File: src/hw/pwmfb_pkg.sv
/*
  Package for the timer flag and status bank: register offsets, bit positions,
  reset values and the packed event carrier.
  Assumes a 32-bit register port with byte addresses and a single clock.
*/
package pwmfb_pkg;

  // Register byte offsets.
  localparam logic [7:0] INT_ENABLE_OFFSET = 8'h24;
  localparam logic [7:0] INT_FLAGS_OFFSET  = 8'h2c;
  localparam logic [7:0] STATUS_OFFSET     = 8'h30;

  // Interrupt flag bit positions.
  localparam int FLAG_HIT_LSB   = 16;
  localparam int FLAG_HARD1     = 15;
  localparam int FLAG_HARD0     = 14;
  localparam int FLAG_SOFT_B    = 13;
  localparam int FLAG_SOFT_A    = 12;
  localparam int FLAG_DEBUG     = 11;
  localparam int FLAG_UPDATE    = 10;
  localparam int FLAG_ERROR     = 3;
  localparam int FLAG_COUNTER   = 2;
  localparam int FLAG_RETRIGGER = 1;
  localparam int FLAG_OVERFLOW  = 0;

  // Status bit positions.
  localparam int STAT_CMP_LSB   = 24;
  localparam int STAT_BV_LSB    = 16;
  localparam int STAT_HARD_LSB  = 14;
  localparam int STAT_SOFT_B    = 13;
  localparam int STAT_SOFT_A    = 12;
  localparam int STAT_IN_LSB    = 8;
  localparam int STAT_PER_BV    = 7;
  localparam int STAT_WAVE_BV   = 6;
  localparam int STAT_PATT_BV   = 5;
  localparam int STAT_DEBUG     = 3;
  localparam int STAT_UPDATE    = 2;
  localparam int STAT_RAMP      = 1;
  localparam int STAT_STOP      = 0;

  // Reset values.
  localparam logic [31:0] INT_FLAGS_RESET  = 32'h0000_0000;
  localparam logic [31:0] INT_ENABLE_RESET = 32'h0000_0000;
  localparam logic        STOP_RESET       = 1'h1;

  // Writable masks of the flag and enable registers.
  localparam logic [31:0] FLAG_MASK = 32'h000f_fc0f;

  // Event strobes from the counter core and fault logic, one cycle each.
  typedef struct packed {
    logic [3:0] compare_match;
    logic [3:0] capture_store;
    logic [3:0] buffer_write;
    logic [3:0] cc_read;
    logic       hard_fault_one;
    logic       hard_fault_zero;
    logic       soft_fault_a;
    logic       soft_fault_b;
    logic       soft_resume_a;
    logic       soft_resume_b;
    logic       counter_event;
    logic       retrigger;
    logic       overflow;
    logic       update_cond;
    logic       stop_cmd;
    logic       count_step;
    logic       period_write;
    logic       waveform_write;
    logic       pattern_write;
  } pwmfb_event_type;

endpackage : pwmfb_pkg

File: src/hw/pwmfb_flag_bank.sv
/*
  Interrupt flag and status register bank of a control timer with PWM outputs.
  Assumes event strobes synchronous to clock, count_tick marking each counter
  clock cycle, and a simple register port with read data one cycle later.
*/
// Implementation choice: the plain strobed port.
`timescale 1ns/1ns
`default_nettype none

module pwmfb_flag_bank #(
  parameter int  CHANNELS          = 4,
  parameter int  OUTPUTS           = 8,
  parameter bit  HAS_UPDATE_FAULT  = 1'b1
) (
  // Clock, reset and clock enable.
  input  wire logic                     clock,
  input  wire logic                     rst,
  input  wire logic                     clk_en,
  input  wire logic                     count_tick,
  // Register port.
  input  wire logic [7:0]               reg_addr,
  input  wire logic [31:0]              reg_wdata,
  input  wire logic                     reg_wr,
  input  wire logic                     reg_rd,
  output logic      [31:0]              reg_rdata,
  // Event strobes.
  input  wire pwmfb_pkg::pwmfb_event_type events,
  // Levels from the counter core and fault logic.
  input  wire logic [CHANNELS-1:0]      channel_is_capture,
  input  wire logic [CHANNELS-1:0]      compare_output_level,
  input  wire logic                     hard_fault_one_input,
  input  wire logic                     hard_fault_zero_input,
  input  wire logic                     soft_fault_a_input,
  input  wire logic                     soft_fault_b_input,
  input  wire logic                     soft_halt_sw_a,
  input  wire logic                     soft_halt_sw_b,
  input  wire logic                     lock_update,
  input  wire logic                     one_shot,
  input  wire logic                     debug_mode,
  input  wire logic                     debug_fault_enable,
  input  wire logic                     two_cycle_ramp_mode,
  input  wire logic                     ramp_cycle_b,
  input  wire logic [OUTPUTS-1:0]       fault_drive_enable,
  input  wire logic [OUTPUTS-1:0]       fault_drive_value,
  // Outputs to the core and the system.
  output logic                          irq,
  output logic                          counter_halt,
  output logic [OUTPUTS-1:0]            wave_force_enable,
  output logic [OUTPUTS-1:0]            wave_force_value
);

  // Set-wins update of a group of sticky bits.
  function automatic logic [31:0] pwmfb_sticky(input logic [31:0] cur,
                                               input logic [31:0] set,
                                               input logic [31:0] clr);
    pwmfb_sticky = (cur & ~clr) | set;
  endfunction : pwmfb_sticky

  // Storage.
  logic [31:0]         int_flags;
  logic [31:0]         int_enable;
  logic [31:0]         pending;
  logic [CHANNELS-1:0] channel_buffer_valid;
  logic [1:0]          hard_fault_state;
  logic                soft_fault_a;
  logic                soft_fault_b;
  logic                period_buffer_valid;
  logic                waveform_buffer_valid;
  logic                pattern_buffer_valid;
  logic                debug_fault_state;
  logic                update_fault_state;
  logic                stopped;
  logic                ramp_cycle_bit;
  logic                ramp_prev;
  logic [CHANNELS-1:0] cmp_level;
  logic [3:0]          fault_in_level;

  // Register decode.
  wire         hit_flags   = reg_addr == pwmfb_pkg::INT_FLAGS_OFFSET;
  wire         hit_status  = reg_addr == pwmfb_pkg::STATUS_OFFSET;
  wire         hit_enable  = reg_addr == pwmfb_pkg::INT_ENABLE_OFFSET;
  wire [31:0]  flag_w1     = (reg_wr && hit_flags) ? reg_wdata : 32'h0000_0000;
  wire [31:0]  stat_w1     = (reg_wr && hit_status) ? reg_wdata : 32'h0000_0000;

  // Capture and compare events per channel.
  wire [CHANNELS-1:0] cap_ev   = events.capture_store & channel_is_capture;
  wire [CHANNELS-1:0] hit_ev   = (events.compare_match & ~channel_is_capture) | cap_ev;
  wire [CHANNELS-1:0] hit_now  = int_flags[pwmfb_pkg::FLAG_HIT_LSB +: CHANNELS];
  wire                overrun  = |(cap_ev & hit_now);
  wire [CHANNELS-1:0] cap_read = events.cc_read & channel_is_capture;
  wire                ramp_tog = ramp_cycle_bit != ramp_prev;
  wire                upd_set  = HAS_UPDATE_FAULT && ramp_tog && lock_update;
  wire                dbg_set  = debug_mode && debug_fault_enable;

  // Events waiting for the next counter clock cycle.
  logic [31:0] pend_set;
  always_comb
  begin
    pend_set = 32'h0000_0000;
    pend_set[pwmfb_pkg::FLAG_HIT_LSB +: CHANNELS] = hit_ev;
    pend_set[pwmfb_pkg::FLAG_HARD1]     = events.hard_fault_one;
    pend_set[pwmfb_pkg::FLAG_HARD0]     = events.hard_fault_zero;
    pend_set[pwmfb_pkg::FLAG_SOFT_B]    = events.soft_fault_b;
    pend_set[pwmfb_pkg::FLAG_SOFT_A]    = events.soft_fault_a;
    pend_set[pwmfb_pkg::FLAG_DEBUG]     = dbg_set && !debug_fault_state;
    pend_set[pwmfb_pkg::FLAG_COUNTER]   = events.counter_event;
    pend_set[pwmfb_pkg::FLAG_RETRIGGER] = events.retrigger;
    pend_set[pwmfb_pkg::FLAG_OVERFLOW]  = events.overflow;
  end

  // Flags set at once, and clears by write or by capture read.
  logic [31:0] now_set;
  logic [31:0] flag_clr;
  always_comb
  begin
    now_set = 32'h0000_0000;
    now_set[pwmfb_pkg::FLAG_UPDATE] = upd_set;
    now_set[pwmfb_pkg::FLAG_ERROR]  = overrun;
    flag_clr = flag_w1 & pwmfb_pkg::FLAG_MASK;
    flag_clr[pwmfb_pkg::FLAG_HIT_LSB +: CHANNELS] =
      flag_w1[pwmfb_pkg::FLAG_HIT_LSB +: CHANNELS] | cap_read;
  end

  wire [31:0] tick_set   = count_tick ? pending : 32'h0000_0000;
  wire [31:0] next_pend  = count_tick ? pend_set : (pending | pend_set);
  wire [31:0] next_flags = pwmfb_sticky(int_flags, tick_set | now_set, flag_clr);

  // Buffer valid bits of the channels.
  logic [CHANNELS-1:0] bv_set;
  logic [CHANNELS-1:0] bv_clr;
  always_comb
  begin
    bv_set = (events.buffer_write & ~channel_is_capture) | cap_ev;
    bv_clr = ((stat_w1[pwmfb_pkg::STAT_BV_LSB +: CHANNELS] & {CHANNELS{lock_update}})
             | {CHANNELS{events.update_cond}}) & ~channel_is_capture;
    bv_clr = bv_clr | cap_read;
  end
  wire [CHANNELS-1:0] next_bv = (channel_buffer_valid & ~bv_clr) | bv_set;

  // Fault state bits.
  wire [1:0] hard_in  = {hard_fault_one_input, hard_fault_zero_input};
  wire [1:0] hard_ev  = {events.hard_fault_one, events.hard_fault_zero};
  wire [1:0] hard_clr = stat_w1[pwmfb_pkg::STAT_HARD_LSB +: 2] & ~hard_in;
  wire [1:0] next_hard = (hard_fault_state & ~hard_clr) | hard_ev;
  wire soft_a_clr = events.soft_resume_a
                    || (stat_w1[pwmfb_pkg::STAT_SOFT_A] && !soft_fault_a_input);
  wire soft_b_clr = events.soft_resume_b
                    || (stat_w1[pwmfb_pkg::STAT_SOFT_B] && !soft_fault_b_input);
  wire next_soft_a = (soft_fault_a && !soft_a_clr) || events.soft_fault_a;
  wire next_soft_b = (soft_fault_b && !soft_b_clr) || events.soft_fault_b;

  // Period, waveform and pattern buffer valid bits.
  wire upd_lock = events.update_cond && lock_update;
  wire next_per  = (period_buffer_valid
                    && !(upd_lock || stat_w1[pwmfb_pkg::STAT_PER_BV]))
                   || events.period_write;
  wire next_wave = (waveform_buffer_valid
                    && !(upd_lock || stat_w1[pwmfb_pkg::STAT_WAVE_BV]))
                   || events.waveform_write;
  wire next_patt = (pattern_buffer_valid
                    && !(upd_lock || stat_w1[pwmfb_pkg::STAT_PATT_BV]))
                   || events.pattern_write;

  // Debug, update fault and stopped state bits.
  wire next_dbg  = (debug_fault_state
                    && !(stat_w1[pwmfb_pkg::STAT_DEBUG] && !debug_mode))
                   || dbg_set;
  wire next_ufs  = (update_fault_state && !stat_w1[pwmfb_pkg::STAT_UPDATE]) || upd_set;
  wire stop_set  = events.stop_cmd || (events.update_cond && one_shot);
  wire next_stop = (stopped && !events.count_step) || stop_set;
  wire next_ramp = two_cycle_ramp_mode && ramp_cycle_b;

  // Status word as software sees it.
  logic [31:0] status_word;
  always_comb
  begin
    status_word = 32'h0000_0000;
    status_word[pwmfb_pkg::STAT_CMP_LSB +: CHANNELS] = cmp_level;
    status_word[pwmfb_pkg::STAT_BV_LSB +: CHANNELS]  = channel_buffer_valid;
    status_word[pwmfb_pkg::STAT_HARD_LSB +: 2]       = hard_fault_state;
    status_word[pwmfb_pkg::STAT_SOFT_B]              = soft_fault_b;
    status_word[pwmfb_pkg::STAT_SOFT_A]              = soft_fault_a;
    status_word[pwmfb_pkg::STAT_IN_LSB +: 4]         = fault_in_level;
    status_word[pwmfb_pkg::STAT_PER_BV]              = period_buffer_valid;
    status_word[pwmfb_pkg::STAT_WAVE_BV]             = waveform_buffer_valid;
    status_word[pwmfb_pkg::STAT_PATT_BV]             = pattern_buffer_valid;
    status_word[pwmfb_pkg::STAT_DEBUG]               = debug_fault_state;
    status_word[pwmfb_pkg::STAT_UPDATE]              = update_fault_state;
    status_word[pwmfb_pkg::STAT_RAMP]                = ramp_cycle_bit;
    status_word[pwmfb_pkg::STAT_STOP]                = stopped;
  end

  // Read data selection; unmapped addresses read zero.
  wire [31:0] read_sel = hit_flags  ? int_flags :
                         hit_status ? status_word :
                         hit_enable ? int_enable : 32'h0000_0000;
  wire [31:0] next_enable = (reg_wr && hit_enable) ? (reg_wdata & pwmfb_pkg::FLAG_MASK)
                                                   : int_enable;

  // Halt and forced drive, as seen by the counter core next cycle.
  wire next_halt = debug_fault_state || (|hard_fault_state)
                   || (soft_fault_a && soft_halt_sw_a)
                   || (soft_fault_b && soft_halt_sw_b);
  wire                next_irq    = |(int_flags & int_enable);
  wire                force_on    = debug_fault_state || (|hard_fault_state);
  wire [OUTPUTS-1:0]  next_fen    = force_on ? fault_drive_enable : '0;
  wire [OUTPUTS-1:0]  next_fval   = force_on ? fault_drive_value  : '0;

  // Flag and enable registers.
  always_ff @(posedge clock)
  begin
    if (rst)
    begin
      int_flags  <= pwmfb_pkg::INT_FLAGS_RESET;
      int_enable <= pwmfb_pkg::INT_ENABLE_RESET;
      pending    <= 32'h0000_0000;
    end
    else if (clk_en)
    begin
      int_flags  <= next_flags;
      int_enable <= next_enable;
      pending    <= next_pend;
    end
  end

  // Status state bits.
  always_ff @(posedge clock)
  begin
    if (rst)
    begin
      channel_buffer_valid  <= '0;
      hard_fault_state      <= 2'h0;
      soft_fault_a          <= 1'h0;
      soft_fault_b          <= 1'h0;
      period_buffer_valid   <= 1'h0;
      waveform_buffer_valid <= 1'h0;
      pattern_buffer_valid  <= 1'h0;
      debug_fault_state     <= 1'h0;
      update_fault_state    <= 1'h0;
      stopped               <= pwmfb_pkg::STOP_RESET;
      ramp_cycle_bit        <= 1'h0;
      ramp_prev             <= 1'h0;
    end
    else if (clk_en)
    begin
      channel_buffer_valid  <= next_bv;
      hard_fault_state      <= next_hard;
      soft_fault_a          <= next_soft_a;
      soft_fault_b          <= next_soft_b;
      period_buffer_valid   <= next_per;
      waveform_buffer_valid <= next_wave;
      pattern_buffer_valid  <= next_patt;
      debug_fault_state     <= next_dbg;
      update_fault_state    <= HAS_UPDATE_FAULT && next_ufs;
      stopped               <= next_stop;
      ramp_cycle_bit        <= next_ramp;
      ramp_prev             <= ramp_cycle_bit;
    end
  end

  // Sampled levels and registered outputs.
  always_ff @(posedge clock)
  begin
    if (rst)
    begin
      cmp_level         <= '0;
      fault_in_level    <= 4'h0;
      reg_rdata         <= 32'h0000_0000;
      irq               <= 1'h0;
      counter_halt      <= 1'h0;
      wave_force_enable <= '0;
      wave_force_value  <= '0;
    end
    else if (clk_en)
    begin
      cmp_level         <= compare_output_level;
      fault_in_level    <= {hard_fault_one_input, hard_fault_zero_input,
                            soft_fault_b_input, soft_fault_a_input};
      reg_rdata         <= reg_rd ? read_sel : 32'h0000_0000;
      irq               <= next_irq;
      counter_halt      <= next_halt;
      wave_force_enable <= next_fen;
      wave_force_value  <= next_fval;
    end
  end

endmodule : pwmfb_flag_bank

`default_nettype wire

File: config.mk
export PLATFORM = sky130hd
export DESIGN_NAME = pwmfb_flag_bank
export DESIGN_NICKNAME = d
export VERILOG_FILES = /design/src/hw/pwmfb_pkg.sv /design/src/hw/pwmfb_flag_bank.sv
export SDC_FILE = /design/constraint.sdc
export NUM_CORES = 1
export LEC_CHECK = 0
export ABC_AREA = 1
export BUFFER_PORTS_ARGS = -buffer_cell sky130_fd_sc_hd__buf_2
export CORE_AREA = 2 2 98 100
export CTS_CLUSTER_DIAMETER = 200
export DETAILED_ROUTE_END_ITERATION = 8
export DIE_AREA = 0 0 100 102
export HOLD_SLACK_MARGIN = 0.08
export PLACE_DENSITY = 0.83
export SLEW_MARGIN = 20
export SYNTH_ARGS = -nofsm -noshare
export SYNTH_HDL_FRONTEND = slang
export SYNTH_SLANG_ARGS = --single-unit
File: constraint.sdc
create_clock -name clock -period 2.2 [get_ports clock]
set_input_delay 0.33 -clock clock [delete_from_list [all_inputs] [get_ports clock]]
set_output_delay 0.33 -clock clock [all_outputs]
set_load 0.1 [all_outputs]
==> results of run 1 <==
-- worst max path at each step --
stage                                           from                   endpoint  slack, ns  depth (start not counted)
after CTS                 reg_rdata[30]$_SDFFE_PP0P_              reg_rdata[29]       0.56                          1
after floorplan           reg_rdata[30]$_SDFFE_PP0P_              reg_rdata[20]       0.37                          1
after global placement                   reg_addr[1]  reg_rdata[3]$_SDFFE_PP0P_       0.53                          7
after detailed placement                 reg_addr[7]  reg_rdata[7]$_SDFFE_PP0P_       0.45                          6
final                     reg_rdata[30]$_SDFFE_PP0P_              reg_rdata[28]       0.58                          1
after global routing      reg_rdata[30]$_SDFFE_PP0P_              reg_rdata[28]       0.49                          1
-- per-layer routing --
layer	wire, um	vias up	part of all wire (%)
met3	1290	36	9.2
li1	-	2339	-
met2	6750	266	48
met5	0	-	0
met4	388	0	2.8
met1	5640	2263	40
-- report_power, final --
part / total, mW / internal [mW] / leakage (nW) / switching, mW
Combinational: 0.528 / 0.165 / 1.80 / 0.364
Clock: 1.23 / 0.535 / 0.0962 / 0.699
Sequential: 2.03 / 1.98 / 0.863 / 0.0406
-- cells by family after synthesis --
logic type	Yosys count	synth area share (%)
compound gates	140	19.8
flops	106	44.1
simple gates	282	28.1
buf+inv	78	8.13
-- per-stage QoR --
step,hold slack [ns],total power [mW]
floorplan,0.429,2.39
finish,0.163,3.79
global placement,0.432,2.57
detailed placement,0.436,2.59
global route,0.153,3.91
CTS,0.163,3.78
-- flip-flops by register name (all words and copies together), names as in the netlist, 2 cells and up --
register	flops
int_enable	14
reg_rdata	24
hard_fault_state	2
wave_force_value	8
cmp_level	4
wave_force_enable	8
fault_in_level	4
channel_buffer_valid	4
int_flags	14
pending	12
-- cells in the final DEF, fill, tap and decap left out, types with 4 or more instances in the layout --
cell and count:
a21boi_0 4, a21oi_1 40, a22o_1 8, a32o_1 19, and2_1 4, buf_2 147, buf_4 10, clkbuf_8 9
dfxtp_1 106, inv_1 29, nand2_1 143, nand2_2 4, nand3_1 65, nand3_2 10, nand4_1 7, nor2_1 22
nor2_2 5, nor3_1 12, o211ai_1 5, o211ai_2 10, o21ai_0 31, o21ai_1 14
-- final cells by class --
class	count	share of cell area (%)
diodes	1	0.0434
clock buffers	9	2.15
clock inverters	7	1.33
inverters	34	2.28
multi-input cells	422	40.2
flip-flops and latches	106	36.8
well taps	111	2.41
repair buffers	159	14.8
==> flow_metrics.py, run 1 <==
metrics = {
    "cts": {
        "clock_sinks": 106,
        "hold_buffers": 0,
        "cts_buffers": 9,
        "cts_resized": 0,
        "cts_tree": "yes",
        "cts_setup_buffers": 0,
        "cts.htree.levels": 3,
        "cts-root-buf": "clkbuf_8",
        "clock_latency_ns": 0.37,
        "clock_path_buffers": 2,
        "cts.clk_slew.worst_paths_ns": 0.10,
    },
    "synth": {
        "syn_area_per_cell_um2": 7.95,
        "ys_ff_latch": 106,
        "synth_nets": 719,
        "synth_ff_type": "dfxtp_1",
        "synth_area_um2": 4820,
        "synth.most_common_cell": "nand2_1",
        "async_flop_share_pct": 0,
        "synth_top_area_share_pct": 44.1,
        "synth_cells": 606,
        "synth.largest_area_cell": "dfxtp_1",
        "synth_edf_count": 0,
        "netlist_top_cells_area": "dfxtp_1, nand2_1, nand3_1",
        "synth_common_cells": "nand2_1, dfxtp_1, nand3_1, a21oi_1, o21ai_0",
        "synth_warnings": 0,
        "synth_cell_types": 40,
        "ys_seq_area_share_pct": 44.1,
    },
    "die": {
        "die-area_um2": 10200,
        "io_pins": 163,
        "core_um2": 9110,
        "floorplan.initialDensity_pct": 52.9,
        "die_x_um": 100,
        "die_h_um": 102,
        "rows": 35,
    },
    "worst_setup_path": {
        "worst_path_largest_cell_delay_ns": 0.47,
        "cp-start-kind": "register",
        "timing.rr.start": "debug_fault_state$_SDFFE_PP0P_",
        "endpoint_kind": "output pin",
        "timing.rr.end": "wave_force_value[3]$_SDFFE_PP0P_",
        "slowest_stage": "buf_2",
        "crit_arrival_ns": 1.29,
        "timing_worst_setup_path_type": "register to output pin",
        "path_buf_inv": 1,
        "cp_max_fo": 10,
        "path_cells": "buf_2",
        "crit_family": "buffers and inverters",
        "r2r_setup_slack_ns": 0.87,
        "crit_required_ns": 1.87,
        "r2r_cells": 3,
    },
    "timing": {
        "slew_headroom_pct": 67.5,
        "rsz0062_at_grt": "no",
        "period_share_pct": 73.7,
        "max_freq_mhz": 617,
        "slew_viol_final": 0,
        "fin_worst_skew_ns": 0.00937,
        "hold_viol_final": 0,
        "worst_slew_pin_slew_ns": 0.488,
        "setup_slack_ns": 0.579,
        "setup_viol": 0,
        "setup_tns_ns": 0,
        "post-route-min-period_ns": 1.62,
    },
    "placed_design": {
        "place_congestion": 0.913,
        "placed_cell_area_um2": 5560,
        "dp_cells": 832,
        "dp_slack_ns": 0.451,
        "dpl.hpwl_mm": 9.95,
        "io_buffers": 147,
    },
    "drt": {
        "viasPerCell": 5.78,
        "drc": 0,
        "drt_first_iter_violations": 457,
        "drtAntennaViolNets": 0,
        "routedWlPerCell_um": 16.6,
        "dr.pass1.iters": 5,
        "via_count": 4904,
        "routed_wl_mm": 14.1,
    },
    "hold_path": {
        "hp-start": "compare_output_level[0]",
        "min_to": "cmp_level[0]$_SDFFE_PP0P_",
        "hold_path_depth": 2,
        "min_path_type": "primary input to register",
    },
    "final_layout": {
        "syn_to_final_growth_pct": 19.6,
        "nets": 845,
        "layout-drive-gt1-share_pct": 29.6,
        "multi_input_area_um2": 2310,
        "seq_area_um2": 2120,
        "fillers": 786,
        "finalNonFillerCells": 849,
        "fin_util_pct": 63.2,
        "final_design_area_no_fill_um2": 5760,
    },
    "grt": {
        "antenna_found_initial": 0,
        "grt_util_met2_pct": 44.5,
        "grt_pass1_vias": 4404,
        "grtUsageMet3_pct": 5.34,
        "use_met1_pct": 34.8,
        "busiest_layer": "met2",
        "grt_max_degree": 35,
        "grt_use_total_pct": 26.7,
        "grt_pass1_wl_mm": 21.4,
        "grt_overflow": 0,
    },
    "pwr": {
        "leakage_nw": 2.76,
        "power_density_nw_per_um2": 658,
        "irDropWorstVdd_mv": 0.384,
    },
    "flow_run": {
        "drv_cap": 0,
    },
    "outcome": {
        "status": "finished, final reports clean",
    },
}
No activity file was read; power rests on OpenSTA's default activity.
==> run 2: changes to the inputs <==
- CORE_AREA: 2 2 98 100 -> 2 2 107 109
- DIE_AREA: 0 0 100 102 -> 0 0 109 111
- PLACE_DENSITY: 0.83 -> 0.74
- clock period: 2.2 -> 1.35 ns (I/O delays scaled with it)
==> flow_metrics.py, run 2 (synthesis gave the netlist of run 1 again) <==
metrics = {
    "final_layout": {
        "fillers": 995,
        "largest_register": "reg_rdata",
        "nets": 876,
        "fin_util_pct": 57.5,
        "final_cell_mix": "nand2_1, buf_2, dfxtp_1",
        "final_design_area_no_fill_um2": 6370,
        "finalNonFillerCells": 912,
        "final_common_cell": "nand2_1",
        "syn_to_final_growth_pct": 32.2,
        "largest_reg_flops": 24,
        "layout-drive-gt1-share_pct": 31.4,
        "reg_top3": "reg_rdata: 24 flops, int_enable: 14 flops, int_flags: 14 flops",
    },
    "worst_setup_path": {
        "crit_arrival_ns": 1.12,
        "path_cells": "buf_2",
        "cp-start-kind": "register",
        "timing.rr.start": "hard_fault_state[1]$_SDFFE_PP0P_",
        "crit_required_ns": 1.15,
        "path_buf_inv": 1,
        "slowest_stage": "buf_2",
        "timing.rr.end": "wave_force_value[1]$_SDFFE_PP0P_",
        "endpoint_kind": "output pin",
        "timing_worst_setup_path_type": "register to output pin",
        "r2r_cells": 4,
        "cp_max_fo": 2,
        "r2r_setup_slack_ns": 0.10,
        "worst_path_largest_cell_delay_ns": 0.43,
        "crit_family": "buffers and inverters",
    },
    "die": {
        "floorplan.initialDensity_pct": 43.5,
        "rows": 39,
        "die-area_um2": 12100,
        "die_x_um": 109,
        "die_h_um": 111,
        "core_um2": 11100,
        "io_pins": 163,
    },
    "timing": {
        "max_freq_mhz": 754,
        "slew_viol_final": 0,
        "worst_slew_pin_slew_ns": 0.509,
        "holdWs_ns": 0.0793,
        "setup_slack_ns": 0.0234,
        "post-route-min-period_ns": 1.33,
        "period_share_pct": 98.3,
        "fin_worst_skew_ns": 0.00713,
        "setup_viol": 0,
        "slew_headroom_pct": 66.3,
        "hold_viol_final": 0,
    },
    "grt": {
        "grt_pass1_wl_mm": 23.3,
        "grt_overflow": 0,
        "grt_max_degree": 36,
        "grt_use_total_pct": 24.6,
        "grt_pass1_vias": 4695,
        "antenna_found_initial": 1,
    },
    "hold_path": {
        "min_path_type": "primary input to register",
        "hp-start": "events[6]",
        "min_to": "pending[0]$_SDFFE_PP0P_",
        "hold_path_depth": 2,
    },
    "placed_design": {
        "io_buffers": 147,
        "place_congestion": 0.904,
        "dp_slack_ns": -0.0426,
        "placed_cell_area_um2": 5960,
        "dpl.hpwl_mm": 11.1,
        "dp_cells": 886,
    },
    "pwr": {
        "p_int_mw": 4.87,
        "leakage_nw": 2.97,
        "comb_power_share_pct": 14.1,
        "irDropWorstVdd_mv": 0.755,
        "switchingPower_mw": 1.87,
        "p_clk_share_pct": 36.8,
        "sw_frac_of_total_pct": 27.7,
        "seq_power_share_pct": 49.1,
        "power_density_nw_per_um2": 1060,
    },
    "outcome": {
        "status": "finished, final reports clean",
    },
    "cts": {
        "cts-root-buf": "clkbuf_16",
        "cts.htree.levels": 3,
        "cts_buffers": 9,
        "cts.clk_slew.worst_paths_ns": 0.07,
        "cts_tree": "yes",
        "clock_path_buffers": 2,
        "clock_latency_ns": 0.35,
        "clock_sinks": 106,
    },
    "flow_run": {
        "drv_cap": 0,
    },
    "drt": {
        "drc": 0,
        "routed_wl_mm": 14.9,
        "viasPerCell": 5.53,
        "drt_first_iter_violations": 568,
        "routedWlPerCell_um": 16.3,
        "drtAntennaViolNets": 0,
        "dr.pass1.iters": 6,
        "via_count": 5044,
    },
}
## run 2: cell count changes in the layout (fill, tap and decap cells not counted), sizes merged
cell,before,now
inv,35,34
clkinvlp,2,3
dlygate4sd3,0,9
bufinv,1,0
buf,159,168
clkbuf,9,23
## run 2: final cells by class
class,count,area (um2),area share [%]
sequential,106,2130,33.4
timing repair buffer,190,1340,21.0
inverter,34,131,2.06
tap,143,179,2.81
clock inverter,6,41.3,0.648
clock buffer,10,239,3.75
antenna,1,2.50,0.0393
multi-input combinational,422,2310,36.3
## run 2: worst reg2reg max path, delay by kind of cell, from the launching register on
family	cells	cell delay, ns
flip-flops	1	0.35
AND/OR/NAND/NOR	1	0.30
buffers and inverters	2	0.26
AO/OA/AOI/OAI	1	0.23
## run 2: worst max path at each step
stage | start | end | slack (ns) | cells past startpoint
after floorplan | reg_rdata[30]$_SDFFE_PP0P_ | reg_rdata[20] | 0.04 | 1
after global placement | reg_addr[3] | reg_rdata[3]$_SDFFE_PP0P_ | -0.001 | 9
after detailed placement | reg_addr[3] | reg_rdata[3]$_SDFFE_PP0P_ | -0.04 | 9
after CTS | reg_rdata[7]$_SDFFE_PP0P_ | reg_rdata[7] | 0.002 | 1
after global routing | reg_rdata[27]$_SDFFE_PP0P_ | reg_rdata[27] | -0.02 | 1
final | reg_rdata[27]$_SDFFE_PP0P_ | reg_rdata[27] | 0.02 | 1
## run 2: power groups by stage
stage	Sequential (mW)	Clock (mW)	Combinational (mW)
floorplan	3.55	0	0.348
global route	3.32	2.64	1.01
global placement	3.37	0	0.896
finish	3.31	2.48	0.948
CTS	3.30	2.51	0.937
detailed placement	3.38	0	0.912
## run 2: per-layer routing
metal	wire length, um	track usage (%)	vias to the layer above
met5	0	0	-
met4	468	10.1	0
met3	1160	4.59	39
met2	7040	38.8	241
met1	6240	32.9	2370
li1	-	-	2394
## run 2: repair_timing
action / 4_1_cts / 5_1_grt
gates resized for setup: 1 / 13
buffers inserted: 0 / 0
hold endpoints to repair: 9 / 0
endpoints found under the setup margin: 9 / 13
hold buffers: 9 / 0
## run 2: per-stage QoR
step / power, mW / TNS (ns)
3_5_place_dp: 4.29 / -0.124
3_3_place_gp: 4.27 / -0.00138
4_1_cts: 6.75 / 0
2_1_floorplan: 3.90 / 0
6_report: 6.74 / 0
5_1_grt: 6.97 / -0.0154
==> run 3: changes to the inputs <==
- GPL_TIMING_DRIVEN: default -> 0
==> flow_metrics.py, run 3 (synthesis gave the netlist of run 1 again) <==
metrics = {
    "drt": {
        "routedWlPerCell_um": 17.3,
        "routed_wl_mm": 15.9,
        "drc": 0,
        "viasPerCell": 5.53,
        "via_count": 5086,
        "drtAntennaViolNets": 0,
        "drt_first_iter_violations": 481,
        "dr.pass1.iters": 6,
    },
    "cts": {
        "clock_sinks": 106,
        "cts-root-buf": "clkbuf_16",
        "cts_buffers": 9,
        "cts.clk_slew.worst_paths_ns": 0.08,
        "cts_tree": "yes",
        "clock_latency_ns": 0.35,
        "clock_path_buffers": 2,
        "cts.htree.levels": 3,
        "cts_setup_buffers": 0,
    },
    "worst_setup_path": {
        "crit_required_ns": 1.15,
        "timing_worst_setup_path_type": "register to output pin",
        "worst_path_largest_cell_delay_ns": 0.43,
        "cp_max_fo": 2,
        "path_buf_inv": 1,
        "crit_family": "buffers and inverters",
        "crit_arrival_ns": 1.13,
        "path_cells": "buf_2",
        "endpoint_kind": "output pin",
        "slowest_stage": "buf_2",
        "cp-start-kind": "register",
    },
    "die": {
        "io_pins": 163,
        "floorplan.initialDensity_pct": 43.5,
        "die_h_um": 111,
        "die_x_um": 109,
        "rows": 39,
        "die-area_um2": 12100,
        "core_um2": 11100,
    },
    "timing": {
        "hold_viol_final": 0,
        "slew_viol_final": 0,
        "slew_headroom_pct": 59.1,
        "fin_worst_skew_ns": 0.0100,
        "setup_viol": 0,
        "period_share_pct": 98.7,
        "setup_slack_ns": 0.0173,
        "worst_slew_pin_slew_ns": 0.613,
        "max_freq_mhz": 750,
        "rsz0062_at_grt": "no",
        "post-route-min-period_ns": 1.33,
    },
    "final_layout": {
        "reg_top3": "reg_rdata: 24 flops, int_enable: 14 flops, int_flags: 14 flops",
        "seq_area_um2": 2130,
        "fillers": 1047,
        "multi_input_area_um2": 2310,
        "num_antenna_cells": 0,
        "syn_to_final_growth_pct": 29.2,
        "final_design_area_no_fill_um2": 6220,
        "final_common_cell": "nand2_1",
        "largest_reg_flops": 24,
        "fin_util_pct": 56.2,
        "nets": 884,
        "final_cell_mix": "nand2_1, buf_2, dfxtp_1",
        "largest_register": "reg_rdata",
        "layout-drive-gt1-share_pct": 30.7,
    },
    "placed_design": {
        "dp_slack_ns": -0.229,
        "io_buffers": 145,
        "dpl.hpwl_mm": 11.9,
        "place_congestion": 0.947,
        "placed_cell_area_um2": 5720,
    },
    "grt": {
        "grt_pass1_vias": 4799,
        "grt_use_total_pct": 26.7,
        "antenna_found_initial": 0,
        "grt_overflow": 0,
        "grt_pass1_wl_mm": 24.6,
        "grt_max_degree": 20,
    },
    "outcome": {
        "status": "finished, final reports clean",
    },
    "pwr": {
        "leakage_nw": 2.93,
        "irDropWorstVdd_mv": 0.767,
        "power_density_nw_per_um2": 1090,
    },
    "flow_run": {
        "drv_cap": 0,
    },
    "hold_path": {
        "min_path_type": "primary input to register",
    },
}
## run 3: routing by layer
metal  track usage, %  part of all wire (%)  vias to the layer above
met4             10.3                   3.0                        0
met3             5.00                   7.1                       38
met2             42.3                    48                      239
met5                0                     0                        -
li1                 -                     -                     2418
met1             35.6                    42                     2391
## run 3: through the flow
stage	instances	setup TNS, ns	power (mW)	hold slack (ns)
6_report	919	0	6.80	0.0924
5_1_grt	919	0	7.01	0.0893
4_1_cts	919	0	6.78	0.0902
3_5_place_dp	894	-7.51	4.24	0.419
3_3_place_gp	894	-5.78	4.22	0.415
2_1_floorplan	606	0	3.90	0.315
## run 3: cell type report
cell class | count | area share (%)
clock buffers | 9 | 3.62
inverters | 34 | 2.11
well taps | 143 | 2.87
multi-input cells | 422 | 37.1
flip-flops and latches | 106 | 34.2
clock inverters | 7 | 1.03
repair buffers | 155 | 15.0
plain buffers | 43 | 4.12
## run 3: where the power goes
part | total (mW) | internal [mW] | switching, mW
registers | 3.31 | 3.23 | 0.0813
logic | 0.901 | 0.287 | 0.614
clock network | 2.59 | 1.29 | 1.30
## run 3: final timing paths
kind                                             to                            from  slack (ns)  depth (start not counted)
setup / recovery                      reg_rdata[26]      reg_rdata[26]$_SDFFE_PP0P_        0.02                          1
setup reg to reg  wave_force_enable[0]$_SDFFE_PP0P_  debug_fault_state$_SDFFE_PP0P_        0.11                          3
hold reg to reg          reg_rdata[12]$_SDFFE_PP0P_      reg_rdata[12]$_SDFFE_PP0P_        0.45                          2
hold / removal     wave_force_value[7]$_SDFFE_PP0P_            fault_drive_value[7]        0.09                          2
## run 3: repair_timing
item                                    in CTS  in global routing
hold buffers                                10                  0
gates resized for setup                     21                 21
endpoints found under the setup margin      21                 36
endpoints found under the hold margin       10                  0
